`src/smsp_pkg.sv`:
```
// constants for the serial master/slave port
package smsp_pkg;
    localparam logic [2:0] SMSP_ADDR_CTRL = 3'h0;
    localparam logic [2:0] SMSP_ADDR_STAT = 3'h1;
    localparam logic [2:0] SMSP_ADDR_DATA = 3'h2;
    localparam logic [2:0] SMSP_ADDR_MCU = 3'h3;
    localparam logic [2:0] SMSP_ADDR_DIR = 3'h4;
    localparam int SMSP_CTRL_IRQ_EN = 7;
    localparam int SMSP_CTRL_PORT_EN = 6;
    localparam int SMSP_CTRL_ORDER = 5;
    localparam int SMSP_CTRL_ROLE = 4;
    localparam int SMSP_CTRL_CPOL = 3;
    localparam int SMSP_CTRL_CPHA = 2;
    localparam int SMSP_STAT_DONE = 7;
    localparam int SMSP_STAT_WRITE_COLLISION_FLAG = 6;
    localparam int SMSP_STAT_DOUBLE = 0;
    localparam int SMSP_MCU_REDIRECT = 7;
    localparam int SMSP_DIR_MOSI = 0;
    localparam int SMSP_DIR_MISO = 1;
    localparam int SMSP_DIR_SCK = 2;
    localparam int SMSP_DIR_SS = 3;
    localparam int SMSP_DIR_SS_LVL = 4;
    localparam logic [7:0] SMSP_CTRL_RST = 8'h00;
    localparam logic [7:0] SMSP_MCU_RST = 8'h00;
    localparam logic [7:0] SMSP_MCU_MASK = 8'h80;
    localparam int SMSP_BITS = 8;
    localparam logic [3:0] SMSP_EDGES = 4'hF;
    localparam int SMSP_CLK_MHZ = 50;
endpackage
```
`src/smsp_core.sv`:
```
// serial master/slave port with register port and pin redirect
// Behaviour
// - master data write starts eight-bit exchange
// - master stops clock, sets done after byte
// - done with enable requests interrupt
// - last received byte kept in buffer
// - slave idle, miso off while select high
// - slave shifts only after select low
// - transmit path has single buffer
// - receive double buffered, unread byte lost
// - enabled port forces pin directions
// - slave select input, low enables miso
// - select high resets slave shift logic
// - master output select is plain gpio
// - master select input low forces slave
// - mode fault sets done, may interrupt
// - mosi master to slave, miso back
// - redirect bit picks alternate pin set
// - programming port stays on alternate pins
// - rate bits and doubler divide clock
// - data write during transfer sets collision
// - done cleared by vector or read-access
// - polarity and phase select four modes
//
// Design decisions made here: the plain strobed port and the register addresses.
`timescale 1ns/1ps
`default_nettype none
module smsp_core
    import smsp_pkg::*;
(
    input wire logic clk_i,
    input wire logic nrst_i,
    input wire logic [2:0] addr_i,
    input wire logic [7:0] wdata_i,
    input wire logic wr_i,
    input wire logic rd_i,
    output logic [7:0] rdata_o,
    input wire logic global_irq_en_i,
    input wire logic irq_ack_i,
    output logic irq_o,
    input wire logic prog_active_i,
    input wire logic [3:0] pri_in_i,
    output logic [3:0] pri_out_o,
    output logic [3:0] pri_oe_o,
    input wire logic [3:0] alt_in_i,
    output logic [3:0] alt_out_o,
    output logic [3:0] alt_oe_o
);
    // pin vector order: 0 mosi, 1 miso, 2 sck, 3 ss
    logic [7:0] ctrl_r, mcu_r, dir_r, shift_r, rxbuf_r, rdata_r;
    logic done_r, write_collision_flag_r, dbl_r, stat_seen_r;
    logic [3:0] in_s1_r, in_s2_r;
    logic sck_prev_r, ss_prev_r;
    logic [6:0] div_r;
    logic [3:0] edge_r;
    logic busy_r, sck_r;
    logic miso_r, mosi_r, in_bit_r;
    logic [1:0] samp_d_r, fin_d_r;
    logic [7:0] mrx_r, mrx_nxt;

    logic en, master, alt, cpol, cpha, lsb;
    logic [3:0] pin_in;
    logic ss_in, sck_in, mosi_in, miso_in;
    logic fault, slave_act, s_edge, s_lead, s_trail;
    logic m_tick, m_lead, m_last;
    logic data_wr, data_rd, done_set, byte_end;
    logic [6:0] div_top;
    logic out_bit;
    logic [7:0] rx_nxt;

    assign en = ctrl_r[SMSP_CTRL_PORT_EN];
    assign master = ctrl_r[SMSP_CTRL_ROLE];
    assign cpol = ctrl_r[SMSP_CTRL_CPOL];
    assign cpha = ctrl_r[SMSP_CTRL_CPHA];
    assign lsb = ctrl_r[SMSP_CTRL_ORDER];
    // programming access pins the port to the alternate set
    assign alt = mcu_r[SMSP_MCU_REDIRECT] | prog_active_i;

    // two-flop synchroniser on whichever pin set alt selects
    always_ff @(posedge clk_i or negedge nrst_i) begin
        if (!nrst_i) begin
            in_s1_r <= 4'hF;
            in_s2_r <= 4'hF;
        end else begin
            in_s1_r <= alt ? alt_in_i : pri_in_i;
            in_s2_r <= in_s1_r;
        end
    end
    assign pin_in = in_s2_r;
    assign mosi_in = pin_in[0];
    assign miso_in = pin_in[1];
    assign sck_in = pin_in[2];
    assign ss_in = pin_in[3];

    assign fault = en && master && !dir_r[SMSP_DIR_SS] && !ss_in;
    assign slave_act = en && !master && !ss_in;
    // sampled sck edges; external clock must be slow enough
    assign s_edge = slave_act && !ss_prev_r && (sck_in != sck_prev_r);
    assign s_lead = s_edge && (sck_in != cpol);
    assign s_trail = s_edge && (sck_in == cpol);

    always_comb begin
        case ({dbl_r, ctrl_r[1:0]})
            3'h0: div_top = 7'h01;
            3'h1: div_top = 7'h07;
            3'h2: div_top = 7'h1F;
            3'h3: div_top = 7'h3F;
            3'h4: div_top = 7'h00;
            3'h5: div_top = 7'h03;
            3'h6: div_top = 7'h0F;
            default: div_top = 7'h1F;
        endcase
    end
    assign m_tick = busy_r && master && (div_r == div_top);
    assign m_lead = !edge_r[0];
    assign m_last = m_tick && (edge_r == SMSP_EDGES);

    assign data_wr = wr_i && addr_i == SMSP_ADDR_DATA;
    assign data_rd = rd_i && addr_i == SMSP_ADDR_DATA;
    // master samples miso two clocks late to cover the synchroniser
    always_ff @(posedge clk_i or negedge nrst_i) begin
        if (!nrst_i) begin
            samp_d_r <= 2'h0;
            fin_d_r <= 2'h0;
            mrx_r <= 8'h00;
        end else if (!en || fault) begin
            samp_d_r <= 2'h0;
            fin_d_r <= 2'h0;
        end else begin
            samp_d_r <= {samp_d_r[0], m_tick && (m_lead == !cpha)};
            fin_d_r <= {fin_d_r[0], m_last};
            if (samp_d_r[1])
                mrx_r <= mrx_nxt;
        end
    end
    assign mrx_nxt = lsb ? {miso_in, mrx_r[7:1]} : {mrx_r[6:0], miso_in};

    assign byte_end = fin_d_r[1] || (slave_act && busy_r && s_trail
        && edge_r == SMSP_EDGES);
    assign done_set = (en && byte_end) || fault;
    assign out_bit = lsb ? shift_r[0] : shift_r[7];
    assign rx_nxt = lsb ? {in_bit_r, shift_r[7:1]} : {shift_r[6:0], in_bit_r};

    always_ff @(posedge clk_i or negedge nrst_i) begin
        if (!nrst_i) begin
            sck_prev_r <= 1'b0;
            ss_prev_r <= 1'b1;
        end else begin
            sck_prev_r <= sck_in;
            ss_prev_r <= ss_in;
        end
    end

    // control registers; fault clears role bit
    always_ff @(posedge clk_i or negedge nrst_i) begin
        if (!nrst_i) begin
            ctrl_r <= SMSP_CTRL_RST;
            mcu_r <= SMSP_MCU_RST;
            dir_r <= 8'h00;
            dbl_r <= 1'b0;
        end else begin
            if (wr_i && addr_i == SMSP_ADDR_CTRL)
                ctrl_r <= wdata_i;
            if (wr_i && addr_i == SMSP_ADDR_MCU)
                mcu_r <= wdata_i & SMSP_MCU_MASK;
            if (wr_i && addr_i == SMSP_ADDR_DIR)
                dir_r <= {3'h0, wdata_i[4:0]};
            if (wr_i && addr_i == SMSP_ADDR_STAT)
                dbl_r <= wdata_i[SMSP_STAT_DOUBLE];
            if (fault)
                ctrl_r[SMSP_CTRL_ROLE] <= 1'b0;
        end
    end

    // status flags, set wins over clear
    always_ff @(posedge clk_i or negedge nrst_i) begin
        if (!nrst_i) begin
            done_r <= 1'b0;
            write_collision_flag_r <= 1'b0;
            stat_seen_r <= 1'b0;
        end else begin
            if (rd_i && addr_i == SMSP_ADDR_STAT)
                stat_seen_r <= done_r | write_collision_flag_r;
            else if (data_wr || data_rd)
                stat_seen_r <= 1'b0;
            if (done_set)
                done_r <= 1'b1;
            else if (irq_ack_i || (stat_seen_r && (data_wr || data_rd)))
                done_r <= 1'b0;
            if (data_wr && (busy_r || fin_d_r != 2'h0) && en)
                write_collision_flag_r <= 1'b1;
            else if (stat_seen_r && (data_wr || data_rd))
                write_collision_flag_r <= 1'b0;
        end
    end
    assign irq_o = done_r && ctrl_r[SMSP_CTRL_IRQ_EN]
        && global_irq_en_i;

    // shift engine for both roles
    always_ff @(posedge clk_i or negedge nrst_i) begin
        if (!nrst_i) begin
            shift_r <= 8'h00;
            rxbuf_r <= 8'h00;
            busy_r <= 1'b0;
            edge_r <= 4'h0;
            div_r <= 7'h00;
            sck_r <= 1'b0;
            mosi_r <= 1'b0;
            miso_r <= 1'b0;
            in_bit_r <= 1'b0;
        end else if (!en || fault) begin
            busy_r <= 1'b0;
            edge_r <= 4'h0;
            div_r <= 7'h00;
            sck_r <= cpol;
        end else if (master) begin
            if (fin_d_r[1])
                rxbuf_r <= samp_d_r[1] ? mrx_nxt : mrx_r;
            if (data_wr && !busy_r && fin_d_r == 2'h0) begin
                shift_r <= wdata_i;
                busy_r <= 1'b1;
                edge_r <= 4'h0;
                div_r <= 7'h00;
                if (!cpha)
                    mosi_r <= lsb ? wdata_i[0] : wdata_i[7];
            end else if (busy_r) begin
                div_r <= m_tick ? 7'h00 : 7'(div_r + 7'h01);
                if (m_tick) begin
                    sck_r <= ~sck_r;
                    edge_r <= 4'(edge_r + 4'h1);
                    if (m_lead == !cpha)
                        in_bit_r <= miso_in;
                    else begin
                        shift_r <= rx_nxt;
                        mosi_r <= lsb ? rx_nxt[0] : rx_nxt[7];
                    end
                    if (cpha && m_lead)
                        mosi_r <= out_bit;
                    if (m_last) begin
                        busy_r <= 1'b0;
                    end
                end
            end else
                sck_r <= cpol;
        end else if (ss_in) begin
            busy_r <= 1'b0;
            edge_r <= 4'h0;
            if (data_wr)
                shift_r <= wdata_i;
        end else begin
            if (data_wr && !busy_r)
                shift_r <= wdata_i;
            if (!busy_r)
                miso_r <= out_bit;
            if (s_edge) begin
                busy_r <= 1'b1;
                edge_r <= 4'(edge_r + 4'h1);
                if (s_lead == !cpha)
                    in_bit_r <= mosi_in;
                else begin
                    shift_r <= rx_nxt;
                    miso_r <= lsb ? rx_nxt[0] : rx_nxt[7];
                end
                if (cpha && s_lead)
                    miso_r <= out_bit;
                if (edge_r == SMSP_EDGES) begin
                    busy_r <= 1'b0;
                    edge_r <= 4'h0;
                    rxbuf_r <= rx_nxt;
                end
            end
        end
    end

    // pin drive: direction forced by role
    logic [3:0] pout, poe;
    always_comb begin
        pout = {dir_r[SMSP_DIR_SS_LVL], sck_r, miso_r, mosi_r};
        poe = 4'h0;
        if (en && master) begin
            poe[0] = dir_r[SMSP_DIR_MOSI];
            poe[2] = dir_r[SMSP_DIR_SCK];
            poe[3] = dir_r[SMSP_DIR_SS];
        end else if (en) begin
            poe[1] = dir_r[SMSP_DIR_MISO] && !ss_in;
        end
    end
    assign pri_out_o = pout;
    assign alt_out_o = pout;
    assign pri_oe_o = alt ? 4'h0 : poe;
    assign alt_oe_o = alt ? poe : 4'h0;

    // read port, data one cycle after strobe
    always_ff @(posedge clk_i or negedge nrst_i) begin
        if (!nrst_i)
            rdata_r <= 8'h00;
        else if (rd_i) begin
            case (addr_i)
                SMSP_ADDR_CTRL: rdata_r <= ctrl_r;
                SMSP_ADDR_STAT: rdata_r <= {done_r, write_collision_flag_r, 5'h00, dbl_r};
                SMSP_ADDR_DATA: rdata_r <= rxbuf_r;
                SMSP_ADDR_MCU: rdata_r <= mcu_r;
                SMSP_ADDR_DIR: rdata_r <= dir_r;
                default: rdata_r <= 8'h00;
            endcase
        end else
            rdata_r <= 8'h00;
    end
    assign rdata_o = rdata_r;
endmodule
`default_nettype wire

```
`config.mk`:
```
export PLATFORM = sky130hd
export DESIGN_NAME = smsp_core
export DESIGN_NICKNAME = d
export VERILOG_FILES = /design/src/smsp_pkg.sv /design/src/smsp_core.sv
export SDC_FILE = /design/constraint.sdc
export NUM_CORES = 1
export LEC_CHECK = 0
export BUFFER_PORTS_ARGS = -buffer_cell sky130_fd_sc_hd__buf_2
export CAP_MARGIN = 0
export CORE_UTILIZATION = 29
export DETAILED_ROUTE_END_ITERATION = 10
export MAX_ROUTING_LAYER = met4
export PLACE_DENSITY = 0.45
export SYNTH_ARGS = -nofsm -noshare
export SYNTH_HDL_FRONTEND = slang
export SYNTH_SLANG_ARGS = --single-unit
```
`constraint.sdc`:
```
create_clock -name clk_i -period 3.5 [get_ports clk_i]
set_input_delay 0.35 -clock clk_i [delete_from_list [all_inputs] [get_ports clk_i]]
set_output_delay 0.35 -clock clk_i [all_outputs]
set_load 0.02 [all_outputs]
```
==> impl_metrics.ini, run 1 <==
[die]
start_util_pct = 29.8
die_area_um2 = 16900
fp-row-count = 46
die_h_um = 130
die_x_um = 130
io_pins = 51
core_um2 = 15900

[routing]
dr_total_vias = 3846
drt_wl_total_um = 13400
wl_per_cell_um = 17.8
first_pass_iters = 5
final_antenna_net_count = 0
vias_per_cell = 5.13
drcViolationCount = 0
drt_iter0_markers = 256

[pwr]
ir_drop_mv = 0.282
internal_power_mw = 2.11
pwr-share-comb_pct = 34.0
p_sw_share_pct = 36.9
power_leakage_nw = 2.38
p_sw_mw = 1.23
power_frac_seq_pct = 37.4
p_per_area_nw_per_um2 = 617
p_clk_share_pct = 28.7

[clock_network]
cts_buffers = 9
cts-htree-levels = 3
clk_path_buf_depth = 2
cts_root_buf = clkbuf_16
cts_tree = yes
clock-sinks = 80
ctsHoldBuffers = 0
cts_setup_buffers = 0
clk_pin_slew_worst_paths_ns = 0.06
clk_latency_ns = 0.35
cts-resized-gates = 0

[worst_setup_path]
start_kind = register
required_ns = 3.73
reg2reg_setup_slack_ns = 0.40
path_max_fanout = 12
crit_type = reg -> reg
setup.worst_path.end_class = register
arrival_ns = 3.33

[final_layout]
nets = 558
layoutNonFillerInstCount = 749
drive_gt1_share_pct = 27.4
n_antenna_cell = 0
fin_util_pct = 34.0
area_delta_synth_final_pct = 14.1

[place]
pre_cts_slack_ns = 0.470
io_buffers = 50
routabilityCongestion = 0.835
place_inst = 733
hpwlAfterDp_um = 9740

[sta]
finalMaxSlewViolations = 0
slew_headroom_pct = 33.1
final_hold_viol_count = 0
fin_crit_ns = 3.10
worstMarginPinSlew_ns = 1.00
worst_slack_ns = 0.403
finalCritPeriodShare_pct = 88.5
fmax_mhz = 323
rsz0062_at_grt = false
tns_ns = 0
finalClockSkew_ns = 0.00659
finalSetupViolCount = 0
hold_ws_ns = 0.100

[global_routing]
grt_pass1_wl_um = 21200
grt_max_degree = 64
grt_antenna_before_repair = 0
grt_pass1_vias = 3680
overflow = 0
track_usage_pct = 17.5

[yosys]
ys_ff_latch = 80
synth.yosys.warnings = 0
synth_enable_flop_cells = 0
synth_ff_type = dfrtp_1
yosysTopAreaCell = dfrtp_1
synthCells = 493
seq_area_frac_synth_pct = 42.4
synth_top_area_share_pct = 37.5
async_flop_share_pct = 100
synthesis.area_um2 = 4740
synth_area_leaders = dfrtp_1, mux2_2, nand2_1
syn_nets = 523
syn_area_per_cell_um2 = 9.62
synth.distinct_cells = 70

[min_path]
hold_class = in -> async

[run]
drv_cap = 0

[outcome]
outcome = finished, final reports clean
-- metrics by stage --
| step | power, mW | cell area [um2] |
|---|---|---|
| after global placement | 2.39 | 5120 |
| after global routing | 3.55 | 5410 |
| after floorplan | 2.11 | 4740 |
| after CTS | 3.38 | 5410 |
| final | 3.34 | 5410 |
| after detailed placement | 2.41 | 5120 |
-- area by class of cell --
cell class,count,area [um2]
Sequential cell,80,2010
Inverter,6,22.5
Clock buffer,10,229
Timing Repair Buffer,57,305
Tap cell,216,270
Clock inverter,6,67.6
Multi-Input combinational cell,374,2500
Fill cell,1653,10500
-- sequential cells by signal (all words and copies together) (netlist names), 2 cells and up --
name,count
edge_r,4
in_s1_r,4
shift_r,8
div_r,7
samp_d_r,2
rxbuf_r,8
dir_r,5
fin_d_r,2
mrx_r,8
rdata_o,8
ctrl_r,8
in_s2_r,4
-- cells by family (layout without fill, tap and decap cells) --
kind of cell	count (synthesis)	after routing	synth area share [%]
DFF	80	80	42.4
muxes	61	61	14.5
buffers and inverters	39	79	4.75
xor gates and xnor gates	6	6	1.11
AOI/OAI and AO/OA	115	115	16.4
and+or+nand+nor	188	188	19.8
adders and majority gates	4	4	1.06
-- placed cells by master (no fill, tap or decap), types with 11 or more instances in the layout --
master / count
a21oi_1: 29
and3_1: 11
buf_2: 49
dfrtp_1: 71
mux2_2: 29
mux2i_1: 24
nand2_1: 67
nand3_1: 14
nor2_1: 44
o21ai_0: 43
-- synthesized netlist by cell type (all sizes together), types with 9 or more instances --
cell type  number
buf            14
clkbuf         19
nand3          14
o21ai          47
dfstp           9
mux2i          24
nor2           44
a21oi          30
and3           11
mux2           37
nand2          68
dfrtp          71
-- worst max-delay path, stage by stage, from the launching register on --
cell	delay [ns]
dfrtp_1	0.58
nor3b_1	0.23
buf_4	0.16
nand3b_1	0.19
nor2_1	0.16
ha_1	0.28
nor2_1	0.58
a21oi_1	0.15
a221o_2	0.39
mux2_4	0.26
-- metal layers --
metal  track usage [%]  wire [um]
met2              26.1       6350
met4              5.27        220
met1              22.9       6140
met5                 -          0
met3              4.80        649
-- final timing paths --
path | end | cells after the start | start
max | shift_r[3]$_DFFE_PN0P_ | 9 | ctrl_r[6]$_DFFE_PN0P_
min | mrx_r[1]$_DFFE_PN0P_ | 1 | nrst_i
max reg2reg | shift_r[3]$_DFFE_PN0P_ | 9 | ctrl_r[6]$_DFFE_PN0P_
min reg2reg | in_s2_r[1]$_DFF_PN1_ | 0 | in_s1_r[1]$_DFF_PN1_
max in group asynchronous | in_s2_r[0]$_DFF_PN1_ | 2 | nrst_i
min in group clk_i | in_s1_r[0]$_DFF_PN1_ | 2 | alt_in_i[0]
-- power groups by stage --
stage | Combinational (mW) | Sequential (mW) | Clock [mW]
floorplan | 0.922 | 1.18 | 0
global placement | 1.13 | 1.26 | 0
detailed placement | 1.14 | 1.26 | 0
CTS | 1.14 | 1.25 | 0.992
global route | 1.25 | 1.27 | 1.03
finish | 1.13 | 1.25 | 0.959
Power figures use the tool's default switching activity.
==> run 2: changes to the inputs <==
- RECOVER_POWER: unset -> 25
==> run 2 against run 1 <==
  * The flow now finishes with violations (capacitance limit, slew limit)
  * Wire length about the same
  * Critical path depth unchanged
  * Die area unchanged
  * Register-to-register slack about the same
  * Clock skew about the same
  * Critical path type unchanged
==> impl_metrics.ini, run 2 (same netlist as run 1, synthesis figures left out) <==
[outcome]
outcome = finished, violations left
violations = capacitance limit, slew limit

[die]
core_um2 = 15900
die_area_um2 = 16900
start_util_pct = 29.8
die_h_um = 130
io_pins = 51
die_x_um = 130
fp-row-count = 46

[clock_network]
clk_pin_slew_worst_paths_ns = 0.06
cts_setup_buffers = 0
cts_tree = yes
clock-sinks = 80
cts-resized-gates = 0
cts_root_buf = clkbuf_16
cts_buffers = 9
clk_latency_ns = 0.35
cts-htree-levels = 3
ctsHoldBuffers = 0
clk_path_buf_depth = 2

[final_layout]
nets = 558
n_antenna_cell = 0
area_delta_synth_final_pct = 14.1
drive_gt1_share_pct = 27.0
design_area_um2 = 5410
layoutNonFillerInstCount = 749
fillers = 1653
final_cell_mix = dfrtp_1, nand2_1, buf_2
regArea_um2 = 2010
multi_input_area_um2 = 2500
layout_commonest_cell = dfrtp_1

[place]
dpl_cell_area_um2 = 5120
place_inst = 733
routabilityCongestion = 0.835
pre_cts_slack_ns = 0.470
io_buffers = 50
hpwlAfterDp_um = 9740

[global_routing]
grt_max_degree = 64
grt_pass1_wl_um = 21200
track_usage_pct = 17.5
grt_antenna_before_repair = 0
overflow = 0
grt_pass1_vias = 3680

[pwr]
p_sw_share_pct = 36.9
finalPower_mw = 3.34
p_per_area_nw_per_um2 = 617
ir_drop_mv = 0.282
pwr-share-comb_pct = 33.9
power_frac_seq_pct = 37.4
p_sw_mw = 1.23
p_clk_share_pct = 28.7
power_leakage_nw = 2.38
internal_power_mw = 2.11

[routing]
wl_per_cell_um = 17.8
vias_per_cell = 5.13
first_pass_iters = 5
drt_iter0_markers = 255
drt_wl_total_um = 13300
dr_total_vias = 3840
final_antenna_net_count = 0
drcViolationCount = 0

[sta]
finalMaxSlewViolations = 64
worstMarginPinSlew_ns = 1.65
finalSetupViolCount = 0
rsz0062_at_grt = false
finalClockSkew_ns = 0.00660
slew_headroom_pct = -10.3
worst_slack_ns = 0.410
fin_crit_ns = 3.09
final_hold_viol_count = 0
finalCritPeriodShare_pct = 88.3
tns_ns = 0
fmax_mhz = 324

[worst_setup_path]
setup.worst_path.end_class = register
crit_path_top_delay_cell = dfrtp_1
worst_path_largest_cell_delay_ns = 0.58
path_cells = nor3b_1 > buf_4 > nand3b_1 > nor2_1 > ha_1 > nor2_1 > a21oi_1 > a221o_2 > mux2_4
timing.critical_path.buf_inv = 1
path_max_fanout = 12
required_ns = 3.74
cpMostUsedCell = nor2_1
start_kind = register
crit_type = reg -> reg
arrival_ns = 3.32
cp_top_family = simple AND/OR/NAND/NOR gates

[run]
drv_cap = 1

[min_path]
hold_class = in -> reg
## run 2: cell types whose count changed in the layout (fill, tap and decap cells not counted)
cell,change
buf_4,-1
dfstp_2,-2
dfstp_1,+2
clkbuf_2,+1
## run 2: power by group through the flow
stage	clock network, mW	registers, mW	logic [mW]
floorplan	0	1.18	0.922
global placement	0	1.26	1.13
detailed placement	0	1.26	1.14
CTS	0.992	1.25	1.14
global route	1.03	1.27	1.25
finish	0.959	1.25	1.13
## run 2: area by class of cell
cell class              count  share of cell area, %
multi-input cells         374                   46.3
flip-flops and latches     80                   37.2
repair buffers             57                   5.60
well taps                 216                   5.00
clock buffers              10                   4.23
clock inverters             6                   1.25
inverters                   6                  0.416
## run 2: worst paths after layout
kind                            depth (start not counted)  slack [ns]                   from                     end
worst max-delay path                                    9        0.41  ctrl_r[6]$_DFFE_PN0P_  shift_r[3]$_DFFE_PN0P_
worst min-delay path                                    2        0.24            alt_in_i[0]    in_s1_r[0]$_DFF_PN1_
worst max register to register                          9        0.41  ctrl_r[6]$_DFFE_PN0P_  shift_r[3]$_DFFE_PN0P_
worst min register to register                          0        0.35   in_s1_r[1]$_DFF_PN1_    in_s2_r[1]$_DFF_PN1_
max in group asynchronous                               2        1.98                 nrst_i    in_s2_r[0]$_DFF_PN1_
min in group asynchronous                               1        0.42                 nrst_i    mrx_r[1]$_DFFE_PN0P_
## run 2: layer usage
metal | part of all wire, % | global-route usage (%) | vias up | routed length [um]
met3 | 4.8 | 4.80 | 11 | 637
li1 | - | - | 1831 | -
met1 | 46 | 22.9 | 1910 | 6150
met2 | 48 | 26.1 | 88 | 6340
met5 | 0 | - | - | 0
met4 | 1.6 | 5.27 | 0 | 220
## run 2: metrics by stage
stage / util (%) / hold slack (ns)
finish: 33.9 / 0.236
global route: 33.9 / 0.230
CTS: 34.0 / 0.146
detailed placement: 32.1 / 0.347
global placement: 32.1 / 0.347
floorplan: - / 0.0544
